### src/xerc_consts.vh
// constants for the lap encapsulation and committed-rate block
`ifndef XERC_CONSTS_VH
`define XERC_CONSTS_VH

// register indices; byte address is four times the index
`define XERC_IDX_PKT0       8'hcc
`define XERC_IDX_PKT1       8'hcd
`define XERC_IDX_PKT2       8'hce
`define XERC_IDX_BYT0       8'hd0
`define XERC_IDX_BYT1       8'hd1
`define XERC_IDX_BYT2       8'hd2
`define XERC_IDX_BYT3       8'hd3
`define XERC_IDX_MON_TRIG   8'hd6
`define XERC_IDX_MON_DONE   8'hd7
`define XERC_IDX_LAP_EN     8'hd8
`define XERC_IDX_LAP_ADDR   8'hd9
`define XERC_IDX_LAP_CTL    8'hda
`define XERC_IDX_SAPI_HI    8'hdb
`define XERC_IDX_SAPI_LO    8'hdc
`define XERC_IDX_RATE       8'hdd
`define XERC_IDX_IRQ_STS    8'he0
`define XERC_IDX_IRQ_MSK    8'he1

// reset values
`define XERC_RST_LAP_ADDR   8'h04
`define XERC_RST_LAP_CTL    8'h03
`define XERC_RST_SAPI_HI    8'hfe
`define XERC_RST_SAPI_LO    8'h01
`define XERC_RST_RATE       8'h01

// field positions
`define XERC_RATE_EN_BIT    7
`define XERC_IRQ_MON_DONE   0
`define XERC_IRQ_TX_FRAME   1
`define XERC_IRQ_TX_UNDER   2
`define XERC_IRQ_RX_FRAME   3
`define XERC_IRQ_RX_HDR_ERR 4
`define XERC_IRQ_W          5

// framing octets
`define XERC_FLAG           8'h7e
`define XERC_ESC            8'h7d
`define XERC_ESC_XOR        8'h20

// timing: clock rate, rate step, credit ceiling in bytes
`define XERC_CLK_HZ         125000000
`define XERC_RATE_STEP_BPS  500000
`define XERC_CREDIT_CAP     64

`endif

### src/xerc_top.v
// lap encapsulation, transmit monitor snapshot and committed-rate control
//
// Added by the designer: the AHB-Lite register port.
`timescale 1ns/100ps
`include "xerc_consts.vh"

// Contract
// - rising edge of monitor update bit copies counters and restarts them
// - done flag sets once the snapshot has been taken
// - done flag clears when software returns the update bit to zero
// - lap enable turns on transmit encoding and receive decoding together
// - lap mode wraps each frame in a header and checks received headers
// - far end marks receive byte boundaries; receive decoding aligns to them in lap mode only
// - in lap mode the block drives the transmit byte sync output
// - hdlc flag and escape framing is applied with lap mode on or off
// - address octet programmable, sent and expected, resets to 04
// - control octet programmable, sent and expected, resets to 03
// - upper sapi octet programmable, sent and expected, resets to fe
// - lower sapi octet programmable, sent and expected, resets to 01
// - rate limiter acts only while its enable bit is one
// - committed rate equals the seven-bit multiplier times 500 kbps
// - a rate above line rate adds no restriction
module xerc_top
(
   input  wire        clk,
   input  wire        rst_n,
   input  wire        hsel,
   input  wire [11:0] haddr,
   input  wire [1:0]  htrans,
   input  wire        hwrite,
   input  wire [2:0]  hsize,
   input  wire [31:0] hwdata,
   input  wire        hready,
   output wire        hreadyout,
   output wire        hresp,
   output wire [31:0] hrdata,
   output wire        irq,
   input  wire [7:0]  tx_data,
   input  wire        tx_valid,
   input  wire        tx_last,
   output wire        tx_ready,
   input  wire        line_bit_en,
   output wire        tx_ser_out,
   output wire        tx_byte_sync_out,
   input  wire        rx_bit_en,
   input  wire        rx_ser_in,
   input  wire        rx_byte_sync_in,
   output wire [7:0]  rx_data,
   output wire        rx_valid,
   output wire        rx_frame_end
);

   // =====================================================================
   // state codes
   localparam [4:0] TX_IDLE = 5'h01;
   localparam [4:0] TX_HDR  = 5'h02;
   localparam [4:0] TX_PAY  = 5'h04;
   localparam [4:0] TX_ESC  = 5'h08;
   localparam [4:0] TX_SPR  = 5'h10;
   localparam [3:0] RX_HUNT = 4'h1;
   localparam [3:0] RX_HDR  = 4'h2;
   localparam [3:0] RX_DATA = 4'h4;
   localparam [3:0] RX_ESC  = 4'h8;

   function needs_escape;
      input [7:0] b;
      begin
         needs_escape = (b == `XERC_FLAG) || (b == `XERC_ESC);
      end
   endfunction

   // =====================================================================
   // registers
   reg         mon_trig_ff;
   reg         mon_trig_prev_ff;
   reg         mon_snap_d_ff;
   reg         mon_done_ff;
   reg         lap_en_ff;
   reg  [7:0]  lap_addr_ff;
   reg  [7:0]  lap_ctl_ff;
   reg  [7:0]  sapi_hi_ff;
   reg  [7:0]  sapi_lo_ff;
   reg  [7:0]  rate_ff;
   reg  [`XERC_IRQ_W-1:0] irq_sts_ff;
   reg  [`XERC_IRQ_W-1:0] irq_msk_ff;
   reg  [23:0] pkt_cnt_ff;
   reg  [31:0] byte_cnt_ff;
   reg  [23:0] pkt_snap_ff;
   reg  [31:0] byte_snap_ff;

   // =====================================================================
   // ahb-lite slave: writes zero wait, reads one wait state
   reg         wr_pend_ff;
   reg         rd_pend_ff;
   reg  [7:0]  wr_idx_ff;
   reg  [7:0]  rd_idx_ff;
   reg  [31:0] hrdata_ff;
   reg  [7:0]  rd_val;
   wire        addr_ok;
   wire        access;
   wire        wr_hit;

   assign addr_ok   = (haddr[11:10] == 2'b00) && (haddr[1:0] == 2'b00);
   assign access    = hsel && hready && htrans[1] && addr_ok;
   assign hreadyout = !rd_pend_ff;
   assign hresp     = 1'b0;
   assign hrdata    = hrdata_ff;
   assign wr_hit    = wr_pend_ff;

   always @(posedge clk)
   begin
      if (!rst_n)
      begin
         wr_pend_ff <= 1'b0;
         rd_pend_ff <= 1'b0;
         wr_idx_ff  <= 8'h00;
         rd_idx_ff  <= 8'h00;
         hrdata_ff  <= 32'h00000000;
      end
      else
      begin
         wr_pend_ff <= access && hwrite;
         rd_pend_ff <= access && !hwrite;
         if (access)
         begin
            wr_idx_ff <= haddr[9:2];
            rd_idx_ff <= haddr[9:2];
         end
         // value sampled in the wait cycle so a preceding write is seen
         if (rd_pend_ff)
         begin
            hrdata_ff <= {24'h000000, rd_val};
         end
      end
   end

   always @*
   begin
      case (rd_idx_ff)
         `XERC_IDX_PKT0     : rd_val = pkt_snap_ff[7:0];
         `XERC_IDX_PKT1     : rd_val = pkt_snap_ff[15:8];
         `XERC_IDX_PKT2     : rd_val = pkt_snap_ff[23:16];
         `XERC_IDX_BYT0     : rd_val = byte_snap_ff[7:0];
         `XERC_IDX_BYT1     : rd_val = byte_snap_ff[15:8];
         `XERC_IDX_BYT2     : rd_val = byte_snap_ff[23:16];
         `XERC_IDX_BYT3     : rd_val = byte_snap_ff[31:24];
         `XERC_IDX_MON_TRIG : rd_val = {7'h00, mon_trig_ff};
         `XERC_IDX_MON_DONE : rd_val = {7'h00, mon_done_ff};
         `XERC_IDX_LAP_EN   : rd_val = {7'h00, lap_en_ff};
         `XERC_IDX_LAP_ADDR : rd_val = lap_addr_ff;
         `XERC_IDX_LAP_CTL  : rd_val = lap_ctl_ff;
         `XERC_IDX_SAPI_HI  : rd_val = sapi_hi_ff;
         `XERC_IDX_SAPI_LO  : rd_val = sapi_lo_ff;
         `XERC_IDX_RATE     : rd_val = rate_ff;
         `XERC_IDX_IRQ_STS  : rd_val = {3'h0, irq_sts_ff};
         `XERC_IDX_IRQ_MSK  : rd_val = {3'h0, irq_msk_ff};
         default            : rd_val = 8'h00;
      endcase
   end

   always @(posedge clk)
   begin
      if (!rst_n)
      begin
         mon_trig_ff <= 1'b0;
         lap_en_ff   <= 1'b0;
         lap_addr_ff <= `XERC_RST_LAP_ADDR;
         lap_ctl_ff  <= `XERC_RST_LAP_CTL;
         sapi_hi_ff  <= `XERC_RST_SAPI_HI;
         sapi_lo_ff  <= `XERC_RST_SAPI_LO;
         rate_ff     <= `XERC_RST_RATE;
         irq_msk_ff  <= {`XERC_IRQ_W{1'b0}};
      end
      else if (wr_hit)
      begin
         case (wr_idx_ff)
            `XERC_IDX_MON_TRIG : mon_trig_ff <= hwdata[0];
            `XERC_IDX_LAP_EN   : lap_en_ff   <= hwdata[0];
            `XERC_IDX_LAP_ADDR : lap_addr_ff <= hwdata[7:0];
            `XERC_IDX_LAP_CTL  : lap_ctl_ff  <= hwdata[7:0];
            `XERC_IDX_SAPI_HI  : sapi_hi_ff  <= hwdata[7:0];
            `XERC_IDX_SAPI_LO  : sapi_lo_ff  <= hwdata[7:0];
            `XERC_IDX_RATE     : rate_ff     <= hwdata[7:0];
            `XERC_IDX_IRQ_MSK  : irq_msk_ff  <= hwdata[`XERC_IRQ_W-1:0];
            default            : ;
         endcase
      end
   end

   // =====================================================================
   // transmit monitor counters and snapshot
   wire tx_pop;
   wire tx_frame_done;
   wire mon_snap;

   assign mon_snap = mon_trig_ff && !mon_trig_prev_ff;

   always @(posedge clk)
   begin
      if (!rst_n)
      begin
         mon_trig_prev_ff <= 1'b0;
         mon_snap_d_ff    <= 1'b0;
         mon_done_ff      <= 1'b0;
         pkt_cnt_ff       <= 24'h000000;
         byte_cnt_ff      <= 32'h00000000;
         pkt_snap_ff      <= 24'h000000;
         byte_snap_ff     <= 32'h00000000;
      end
      else
      begin
         mon_trig_prev_ff <= mon_trig_ff;
         mon_snap_d_ff    <= mon_snap;
         // set wins over the clear from a falling update bit
         mon_done_ff      <= mon_snap_d_ff || (mon_done_ff && mon_trig_ff);
         if (mon_snap)
         begin
            // an event in the snapshot cycle restarts the count at one
            pkt_snap_ff  <= pkt_cnt_ff;
            byte_snap_ff <= byte_cnt_ff;
            pkt_cnt_ff   <= {23'h000000, tx_frame_done};
            byte_cnt_ff  <= {31'h00000000, tx_pop};
         end
         else
         begin
            pkt_cnt_ff  <= pkt_cnt_ff + {23'h000000, tx_frame_done};
            byte_cnt_ff <= byte_cnt_ff + {31'h00000000, tx_pop};
         end
      end
   end

   // =====================================================================
   // transmit framer and serialiser
   reg  [4:0] tx_st_ff;
   reg  [4:0] nxt_tx_st;
   reg  [1:0] hdr_idx_ff;
   reg  [2:0] tx_bit_ff;
   reg  [7:0] tx_sh_ff;
   reg        tx_sync_ff;
   reg        tx_under_ff;
   reg  [7:0] load_byte;
   reg        pop;
   reg        under;
   reg        consume;
   wire       load;
   wire       allow;

   assign load = line_bit_en && (tx_bit_ff == 3'h0);

   xerc_rate_limiter u_rate
   (
      .clk        (clk),
      .rst_n      (rst_n),
      .enable     (rate_ff[`XERC_RATE_EN_BIT]),
      .multiplier (rate_ff[6:0]),
      .consume    (consume),
      .allow      (allow)
   );

   always @*
   begin
      nxt_tx_st = tx_st_ff;
      load_byte = `XERC_FLAG;
      pop       = 1'b0;
      under     = 1'b0;
      consume   = 1'b0;
      case (tx_st_ff)
         TX_IDLE :
            // idle fill doubles as the opening flag; start waits for credit
            if (tx_valid && allow)
            begin
               nxt_tx_st = lap_en_ff ? TX_HDR : TX_PAY;
            end
         TX_HDR :
         begin
            consume = 1'b1;
            case (hdr_idx_ff)
               2'h0    : load_byte = lap_addr_ff;
               2'h1    : load_byte = lap_ctl_ff;
               2'h2    : load_byte = sapi_hi_ff;
               default : load_byte = sapi_lo_ff;
            endcase
            if (hdr_idx_ff == 2'h3)
            begin
               nxt_tx_st = TX_PAY;
            end
         end
         TX_PAY :
            if (!tx_valid)
            begin
               // line cannot stall: truncate with a flag and flag it
               under     = 1'b1;
               nxt_tx_st = TX_IDLE;
            end
            else if (needs_escape(tx_data))
            begin
               load_byte = `XERC_ESC;
               consume   = 1'b1;
               nxt_tx_st = TX_ESC;
            end
            else
            begin
               load_byte = tx_data;
               pop       = 1'b1;
               consume   = 1'b1;
               nxt_tx_st = tx_last ? TX_IDLE : TX_PAY;
            end
         TX_ESC :
         begin
            load_byte = tx_data ^ `XERC_ESC_XOR;
            pop       = 1'b1;
            consume   = 1'b1;
            nxt_tx_st = tx_last ? TX_IDLE : TX_PAY;
         end
         default :
            nxt_tx_st = TX_IDLE;
      endcase
      if (!load)
      begin
         nxt_tx_st = tx_st_ff;
         pop       = 1'b0;
         under     = 1'b0;
         consume   = 1'b0;
      end
   end

   assign tx_pop        = pop;
   assign tx_ready      = pop;
   assign tx_frame_done = pop && tx_last;

   always @(posedge clk)
   begin
      if (!rst_n)
      begin
         tx_st_ff    <= TX_IDLE;
         hdr_idx_ff  <= 2'h0;
         tx_bit_ff   <= 3'h0;
         tx_sh_ff    <= `XERC_FLAG;
         tx_sync_ff  <= 1'b0;
         tx_under_ff <= 1'b0;
      end
      else
      begin
         tx_st_ff    <= nxt_tx_st;
         tx_under_ff <= under;
         if (load)
         begin
            hdr_idx_ff <= (tx_st_ff == TX_HDR) ? hdr_idx_ff + 2'h1 : 2'h0;
         end
         if (line_bit_en)
         begin
            tx_bit_ff  <= tx_bit_ff + 3'h1;
            tx_sh_ff   <= load ? load_byte : {tx_sh_ff[6:0], 1'b0};
            tx_sync_ff <= load && lap_en_ff;
         end
      end
   end

   assign tx_ser_out       = tx_sh_ff[7];
   assign tx_byte_sync_out = tx_sync_ff;

   // =====================================================================
   // receive pins: two-stage synchronisers, enable delayed to match
   reg  [1:0] rx_ser_sync_ff;
   reg  [1:0] rx_bsync_sync_ff;
   reg  [1:0] rx_en_dly_ff;
   reg  [2:0] rx_bit_ff;
   reg  [7:0] rx_sh_ff;
   reg        rx_byte_vld_ff;
   wire [7:0] rx_sh_next;

   assign rx_sh_next = {rx_sh_ff[6:0], rx_ser_sync_ff[1]};

   always @(posedge clk)
   begin
      if (!rst_n)
      begin
         rx_ser_sync_ff   <= 2'b00;
         rx_bsync_sync_ff <= 2'b00;
         rx_en_dly_ff     <= 2'b00;
         rx_bit_ff        <= 3'h0;
         rx_sh_ff         <= 8'h00;
         rx_byte_vld_ff   <= 1'b0;
      end
      else
      begin
         rx_ser_sync_ff   <= {rx_ser_sync_ff[0], rx_ser_in};
         rx_bsync_sync_ff <= {rx_bsync_sync_ff[0], rx_byte_sync_in};
         rx_en_dly_ff     <= {rx_en_dly_ff[0], rx_bit_en};
         rx_byte_vld_ff   <= 1'b0;
         if (rx_en_dly_ff[1])
         begin
            rx_sh_ff <= rx_sh_next;
            // sync marks the first bit of a byte and realigns the count
            if (lap_en_ff && rx_bsync_sync_ff[1])
            begin
               rx_bit_ff <= 3'h1;
            end
            else
            begin
               rx_bit_ff      <= rx_bit_ff + 3'h1;
               rx_byte_vld_ff <= (rx_bit_ff == 3'h7);
            end
         end
      end
   end

   // =====================================================================
   // receive deframer and header check
   reg  [3:0] rx_st_ff;
   reg  [1:0] rx_hidx_ff;
   reg  [7:0] rx_data_ff;
   reg        rx_valid_ff;
   reg        rx_end_ff;
   reg        rx_err_ff;
   reg  [7:0] rx_expect;

   always @*
   begin
      case (rx_hidx_ff)
         2'h0    : rx_expect = lap_addr_ff;
         2'h1    : rx_expect = lap_ctl_ff;
         2'h2    : rx_expect = sapi_hi_ff;
         default : rx_expect = sapi_lo_ff;
      endcase
   end

   always @(posedge clk)
   begin
      if (!rst_n)
      begin
         rx_st_ff    <= RX_HUNT;
         rx_hidx_ff  <= 2'h0;
         rx_data_ff  <= 8'h00;
         rx_valid_ff <= 1'b0;
         rx_end_ff   <= 1'b0;
         rx_err_ff   <= 1'b0;
      end
      else
      begin
         rx_valid_ff <= 1'b0;
         rx_end_ff   <= 1'b0;
         rx_err_ff   <= 1'b0;
         if (rx_byte_vld_ff)
         begin
            case (rx_st_ff)
               RX_HUNT :
                  if (rx_sh_ff == `XERC_FLAG)
                  begin
                     rx_st_ff   <= lap_en_ff ? RX_HDR : RX_DATA;
                     rx_hidx_ff <= 2'h0;
                  end
               RX_HDR :
                  if (rx_sh_ff == `XERC_FLAG)
                  begin
                     rx_hidx_ff <= 2'h0;
                  end
                  else if (rx_sh_ff != rx_expect)
                  begin
                     rx_err_ff <= 1'b1;
                     rx_st_ff  <= RX_HUNT;
                  end
                  else
                  begin
                     rx_hidx_ff <= rx_hidx_ff + 2'h1;
                     if (rx_hidx_ff == 2'h3)
                     begin
                        rx_st_ff <= RX_DATA;
                     end
                  end
               RX_DATA :
                  if (rx_sh_ff == `XERC_FLAG)
                  begin
                     rx_end_ff  <= 1'b1;
                     rx_st_ff   <= lap_en_ff ? RX_HDR : RX_DATA;
                     rx_hidx_ff <= 2'h0;
                  end
                  else if (rx_sh_ff == `XERC_ESC)
                  begin
                     rx_st_ff <= RX_ESC;
                  end
                  else
                  begin
                     rx_data_ff  <= rx_sh_ff;
                     rx_valid_ff <= 1'b1;
                  end
               RX_ESC :
               begin
                  rx_data_ff  <= rx_sh_ff ^ `XERC_ESC_XOR;
                  rx_valid_ff <= 1'b1;
                  rx_st_ff    <= RX_DATA;
               end
               default :
                  rx_st_ff <= RX_HUNT;
            endcase
         end
      end
   end

   assign rx_data      = rx_data_ff;
   assign rx_valid     = rx_valid_ff;
   assign rx_frame_end = rx_end_ff;

   // =====================================================================
   // interrupt status: sticky, write one to clear, set wins
   wire [`XERC_IRQ_W-1:0] irq_set;
   wire [`XERC_IRQ_W-1:0] irq_clr;

   assign irq_set = {rx_err_ff, rx_end_ff, tx_under_ff, tx_frame_done, mon_snap_d_ff};
   assign irq_clr = (wr_hit && (wr_idx_ff == `XERC_IDX_IRQ_STS)) ?
                    hwdata[`XERC_IRQ_W-1:0] : {`XERC_IRQ_W{1'b0}};

   always @(posedge clk)
   begin
      if (!rst_n)
      begin
         irq_sts_ff <= {`XERC_IRQ_W{1'b0}};
      end
      else
      begin
         irq_sts_ff <= irq_set | (irq_sts_ff & ~irq_clr);
      end
   end

   assign irq = |(irq_sts_ff & irq_msk_ff);

endmodule

### src/xerc_rate_limiter.v
// byte-credit bucket that paces transmit frames to the committed rate
`timescale 1ns/100ps
`include "xerc_consts.vh"

module xerc_rate_limiter
(
   input  wire       clk,
   input  wire       rst_n,
   input  wire       enable,
   input  wire [6:0] multiplier,
   input  wire       consume,
   output wire       allow
);

   // one rate step earns a byte of credit every this many cycles
   localparam integer CYC_PER_STEP = (`XERC_CLK_HZ * 8) / `XERC_RATE_STEP_BPS;
   localparam [11:0]  STEP_LIMIT   = CYC_PER_STEP[11:0];
   localparam integer CAP_BYTES    = `XERC_CREDIT_CAP;
   localparam [19:0]  CREDIT_CAP   = CAP_BYTES[19:0];

   reg  [11:0] acc_ff;
   reg  [19:0] credit_ff;
   reg  [11:0] nxt_acc;
   reg  [19:0] nxt_credit;
   wire [11:0] acc_sum;
   wire        earn;

   assign acc_sum = acc_ff + {5'h00, multiplier};
   assign earn    = (acc_sum >= STEP_LIMIT);

   always @*
   begin
      nxt_acc    = earn ? (acc_sum - STEP_LIMIT) : acc_sum;
      nxt_credit = credit_ff;
      // credit may go negative inside a frame; next frame waits to repay it
      if (earn && ($signed(credit_ff) < $signed(CREDIT_CAP)))
      begin
         nxt_credit = nxt_credit + 20'h00001;
      end
      if (consume)
      begin
         nxt_credit = nxt_credit - 20'h00001;
      end
   end

   always @(posedge clk)
   begin
      if (!rst_n || !enable)
      begin
         acc_ff    <= 12'h000;
         credit_ff <= 20'h00000;
      end
      else
      begin
         acc_ff    <= nxt_acc;
         credit_ff <= nxt_credit;
      end
   end

   // rates above the line rate leave credit full, so the line sets the pace
   assign allow = !enable || !credit_ff[19];

endmodule

### config.mk
export PLATFORM = sky130hd
export DESIGN_NAME = xerc_top
export DESIGN_NICKNAME = d
export VERILOG_FILES = /design/src/xerc_top.v /design/src/xerc_rate_limiter.v
export VERILOG_INCLUDE_DIRS = /design/src
export SDC_FILE = /design/constraint.sdc
export NUM_CORES = 1
export LEC_CHECK = 0
export BUFFER_PORTS_ARGS = -buffer_cell sky130_fd_sc_hd__clkbuf_2
export CORE_MARGIN = 8
export CORE_UTILIZATION = 35
export DETAILED_ROUTE_END_ITERATION = 7
export GPL_ROUTABILITY_DRIVEN = 0
export GPL_TIMING_DRIVEN = 0
export PLACE_DENSITY = 0.53
export SLEW_MARGIN = 30
export SYNTH_ARGS = -nofsm -noshare
export SYNTH_HDL_FRONTEND = slang
export SYNTH_HIERARCHICAL = 1
export SYNTH_SLANG_ARGS = --single-unit
export TNS_END_PERCENT = 1
### constraint.sdc
create_clock -name clk -period 7 [get_ports clk]
set_input_delay 0.35 -clock clk [delete_from_list [all_inputs] [get_ports clk]]
set_output_delay 0.35 -clock clk [all_outputs]
set_load 0.05 [all_outputs]
Word level (Yosys, flattened, before mapping)

Index checks and enable logic that the tools add are counted.

$add $sub $neg: 10
$lt $le $gt $ge: 2
Eq/ne operators: 47
Muxes and demuxes: 50
Bitwise operators: 10
Reductions and logical operators: 53

Operators by type and width:

| kind                                                                | number |
|---|---|
| == test 8 bit, second input constant                                | 17 |
| one-hot mux 8 bit (17 select lines)                                 | 1 |
| one-hot mux 8 bit (3 select lines)                                  | 3 |
| 2-to-1 mux 20 bit                                                   | 2 |
| 2-to-1 mux 8 bit                                                    | 5 |
| adder 32 x 1 -> 32 bit                                              | 1 |
| == test 8 x 7 -> 1 bit, second input constant                       | 4 |
| 2-to-1 mux 4 bit                                                    | 8 |
| adder 24 x 1 -> 24 bit                                              | 1 |
| adder 20 x 1 -> 20 bit, second input constant                       | 1 |
| < comparator 20 x 8 -> 1 bit, second input constant                 | 1 |
| one-hot mux 5 bit (4 select lines)                                  | 1 |
| subtractor 20 x 1 -> 20 bit, second input constant                  | 1 |
| AND reduction 2 bit                                                 | 9 |
| one-hot mux 4 bit (4 select lines)                                  | 1 |
| one-hot mux 8 bit (2 select lines)                                  | 1 |
| logical AND 1 bit                                                   | 15 |
| 2-to-1 mux 5 bit                                                    | 3 |
| adder 12 x 7 -> 12 bit                                              | 1 |
| greater-or-equal comparator 12 x 11 -> 1 bit, second input constant | 1 |
| 2-to-1 mux 1 bit                                                    | 12 |
| 2-to-1 mux 12 bit                                                   | 1 |
| 2-to-1 mux 3 bit                                                    | 4 |
| != test 2 bit, second input constant                                | 6 |
| 36 further kinds                                                    | 72 |

Flip-flop bits (word level): 272
Input bits: 68
Output and inout bits: 48
Logic and storage cells: 214

Logic depth before layout (Yosys ltp)

Depth after elaboration: 9
Depth in mapped cells: 20
Depth with buffers taken out: 20

Hierarchy

The synthesis kept the hierarchy.

Modules (own cells, without submodules):

| module            | instances | cells each | area an instance (um^2) | sequential area each (um^2) |
|---|---|---|---|---|
| xerc_top          | 1         | 1,223      | 10,852.9                | 4,784.6 |
| xerc_rate_limiter | 1         | 340        | 2,728.9                 | 640.6 |

Least setup slack after synthesis

OpenSTA, ideal clock, no wires.

Kind: flip-flop to flip-flop
Start point: register rate_ff[0]
End point: register u_rate.credit_ff[18]
Library setup time: 71 ps
Arrival time: 4,185 ps
Data required time: 6,929 ps
Setup slack: 2,745 ps
Cell stages (with the launch flop): 21
Path buffers: 0
Cell sequence: dfxtp_1 ha_1 inv_1 fa_1 nor2b_1 o21a_1 nor2_1 xnor2_1 ha_1 nor2b_1 nand4_1 o211ai_1 o2111ai_4 o22ai_2 mux2i_1 ha_1 nand2_1 nor4_4 nand3_1 or3_1 a21oi_1

Longest elaborated chain between the ends: 6

RTL lines:

| what                                           | RTL line               | text |
|---|---|---|
| start: declaration                             | xerc_top.v:83          | `reg [7:0] rate_ff;` |
| start signal: assignment                       | xerc_top.v:171         | `` rate_ff <= `XERC_RST_RATE; `` |
| start signal: assignment                       | xerc_top.v:183         | `` `XERC_IDX_RATE : rate_ff <= hwdata[7:0]; `` |
| adder 12 x 7 -> 12 bit *                       | xerc_rate_limiter.v:28 | `assign acc_sum = acc_ff + {5'h00, multiplier};` |
| greater-or-equal comparator 12 x 11 -> 1 bit * | xerc_rate_limiter.v:29 | `assign earn = (acc_sum >= STEP_LIMIT);` |
| logical AND 1 bit *                            | xerc_rate_limiter.v:36 | `if (earn && ($signed(credit_ff) < $signed(CREDIT_CAP)))` |
| 2-to-1 mux 20 bit *                            | xerc_rate_limiter.v:36 |  |
| subtractor 20 x 1 -> 20 bit                    | xerc_rate_limiter.v:42 | `nxt_credit = nxt_credit - 20'h00001;` |
| 2-to-1 mux 20 bit *                            | xerc_rate_limiter.v:40 | `if (consume)` |
| end signal: assignment                         | xerc_rate_limiter.v:56 | `credit_ff <= nxt_credit;` |
| end: declaration                               | xerc_rate_limiter.v:22 | `reg [19:0] credit_ff;` |

Mark *: on every way between the ends. The rest lies on a longest branch, timed or not.
A chain may end at the register's enable or synchronous reset.

Worst setup path after layout

Same ends and word-level chain as after synthesis.

==> results by group <==
Setup path
  • Worst r2r path cells: 20
  • Worst Setup EP: u_rate/credit_ff[18]
  • Worst EP required: 7500 ps
  • Setup Crit Path Kind: flip-flop to flip-flop
  • CP startpoint kind: flip-flop
  • Crit-path max FO: 7
  • Crit path launch: rate_ff[0]
  • Worst r2r src: rate_ff[0]
  • CP Capture Type: flip-flop
  • R2r endpoint: u_rate/credit_ff[18]
  • Worst EP arrival: 5750 ps
  • Setup slack, reg-to-reg: 1750 ps

Pwr
  • Pleak: 5.68 nW
  • Pwr Total: 0.00346 W
  • VDD IR max: 0.166 mV
  • Pwr dens: 218 mW/mm2

Drt
  • Post-route ant nets: 0
  • Avg WL per Cell: 18.4 um
  • Vias: 12,000
  • Routed vias/inst: 5.35
  • Aggregate routed wire length: 41,100 um
  • Remaining DRCs: 8
  • Drt pass-1 iters: 8
  • DRT iter0 DRCs: 910

Global route
  • Pin count of the biggest net entering global routing: 17
  • Total Routing Usage GR: 17.7%
  • First-pass GRT wire length: 64,300 um
  • Initial antenna violation count: 0
  • GR Overflow Total: 0
  • Vias in the first global route: 11,300

Floorplanning
  • Io pins: 116
  • Starting Density: 35.3%
  • Die width: 213 um
  • Die height: 213 um
  • Die area: 0.0454 mm2
  • Core ar.: 0.0385 mm2
  • Num rows: 72

Synth
  • Synthesized netlist cell count: 1,563
  • Post-synth ARST share: 0%
  • Yosys top cell by area: dfxtp_1
  • Count leader, synth: dfxtp_1
  • Top-area cell type share of the netlist area: 39.9%
  • Synth Register Bits: 271
  • Synth cell types: 90
  • Yosys warns: 6
  • Commonest cells post-synth: dfxtp_1, nand2_1, nor2_1
  • Avg Synthesized Cell Area: 8.69 um2
  • Post-synth EDFFs: 0
  • Synth Cell Area: 0.0136 mm2
  • Area contributors post-synth: dfxtp_1, nand2_1, nor2_1
  • Register area share after synthesis: 39.9%
  • Main synth FF type: dfxtp_1

Status
  • Status: finished, violations left
  • Failing checks: DRC

Timing
  • Final Skew: 9.35 ps
  • Setup violators final: 0
  • Slew headroom: 40.3%
  • Worst-Margin Slew: 896 ps
  • Period minus WS final: 5250 ps
  • Fin. Hold Viols: 0
  • Fmax: 191 MHz
  • Setup_tns: 0 ps
  • RSZ-0062 raised after global routing: no
  • Final period util: 75.0%
  • Final Max Tran Viols: 0

Layout
  • Share of layout cells above drive strength 1: 13.0%
  • N_diodes: 0
  • Nets: 1,789
  • Fillers: 3,890
  • Layout Area Growth over Synthesis: 16.8%

Place
  • IO Port Bufs: 61
  • Post-DP HPWL: 30,500 um

Hold path
  • Hold crit path type: input pin to flip-flop

Clocking
  • Clk root buf: clkbuf_16
  • Max H-tree Level: 1
  • Resize count post-CTS: 0
  • Max Root-Sink Buffers: 3
  • Inserted Clock Buffers: 31
  • Total clock sinks: 271
  • CTS tree: done
  • CTS clk-pin slew, worst paths: 60 ps
  • Worst skew pair latency: 580 ps

Flow run
  • Number of max-cap violations: 0
==> how the worst min path moves through the flow <==
| stage | startpoint | end | slack (ps) | cells past startpoint |
|---|---|---|---|---|
| CTS | haddr[7] | rd_idx_ff[5] | 5 | 3 |
| detailed placement | rx_en_dly_ff[0] | rx_en_dly_ff[1] | 420 | 1 |
| global placement | rx_en_dly_ff[0] | rx_en_dly_ff[1] | 420 | 1 |
| finish | haddr[7] | rd_idx_ff[5] | 20 | 3 |
| global route | haddr[7] | rd_idx_ff[5] | 30 | 3 |
| floorplan | rx_bsync_sync_ff[0] | rx_bsync_sync_ff[1] | 410 | 1 |
==> metal layers <==
layer	global-route usage, %	vias up	part of all wire [%]
met5	0	-	0
met4	4.76	0	1.9
met3	2.94	53	5.9
met2	28.5	352	45
met1	24.2	5664	47
li1	-	5890	-
==> worst max-delay path, cell delays in order, from the launching register on <==
cell	delay (ps)
dfxtp_1	430
ha_1	220
inv_1	60
fa_1	420
nor2b_1	230
o21a_1	140
nor2_1	40
xnor2_1	260
ha_1	230
nor2b_1	170
nand4_1	110
o211ai_1	360
o2111ai_4	260
o22ai_2	430
mux2i_1	310
ha_1	190
nand2_1	140
nor4_4	340
nand3_1	240
or3_1	410
a21oi_1	150
==> layout by cell type (no fill, tap or decap), types with 23 or more instances in the layout <==
| cell type | instances |
|---|---|
| a21oi_1 | 107 |
| inv_1 | 33 |
| ha_1 | 27 |
| conb_1 | 25 |
| nor3_1 | 35 |
| nand3_1 | 96 |
| dfxtp_1 | 271 |
| clkbuf_16 | 31 |
| clkbuf_2 | 63 |
| nand2_1 | 152 |
| and3_1 | 23 |
| mux2i_1 | 39 |
| a22o_1 | 62 |
| nand4_1 | 23 |
| a22oi_1 | 34 |
| o21ai_0 | 44 |
| xnor2_1 | 55 |
| clkbuf_1 | 66 |
| xor2_1 | 41 |
| buf_4 | 26 |
| nor2_1 | 146 |
==> cells by family (layout without fill, tap and decap cells) <==
kind of cell | after synthesis | after routing | synth area share, %
compound gates | 362 | 362 | 19.1
xor+xnor | 96 | 96 | 6.19
fa+ha+maj | 28 | 28 | 2.63
buf+inv | 146 | 276 | 4.94
flops | 271 | 271 | 39.9
mux | 45 | 45 | 3.45
other cells | 1 | 25 | 0.0276
simple gates | 614 | 614 | 23.7
==> final cells by class <==
cell class / instances / area, um2 / share of cell area, %
Multi-Input combinational cell: 1170 / 7580 / 47.8
Clock inverter: 16 / 234 / 1.47
Sequential cell: 271 / 5430 / 34.2
Inverter: 34 / 128 / 0.805
Buffer: 112 / 543 / 3.42
Timing Repair Buffer: 73 / 425 / 2.68
Tap cell: 518 / 648 / 4.09
Clock buffer: 41 / 883 / 5.57
==> what timing repair did <==
| action | CTS | global route |
|---|---|---|
| hold buffers | 12 | 0 |
| setup buffers | 0 | 0 |
| endpoints found under the hold margin | 12 | 0 |
==> sequential cells by signal, summed over array words and instances (netlist names), 12 cells and up <==
| name | cells |
|---|---|
| u_rate/acc_ff | 12 |
| pkt_snap_ff | 24 |
| pkt_cnt_ff | 24 |
| byte_cnt_ff | 32 |
| byte_snap_ff | 32 |
| u_rate/credit_ff | 20 |
==> power breakdown <==
part	total (W)	switching, W	internal, W	leakage [nW]
clock network	0.00177	0.000692	0.00108	0.558
logic	0.000141	0.0000989	0.0000417	2.94
registers	0.00156	0.00000537	0.00155	2.19
total	0.00346	0.000796	0.00267	5.68
==> through the flow <==
step	hold slack (ps)	instances	instance area (um2)	util (%)	setup slack (ps)
2_1_floorplan	412	1587	13700	-	2740
3_3_place_gp	416	2166	14600	38.0	1840
3_5_place_dp	417	2166	14600	38.0	1780
4_1_cts	4.52	2235	15900	41.2	1720
5_1_grt	33.7	2235	15900	41.2	1350
6_report	23.1	2235	15900	41.2	1750
Note: power is estimated with default switching activity, not from simulation.
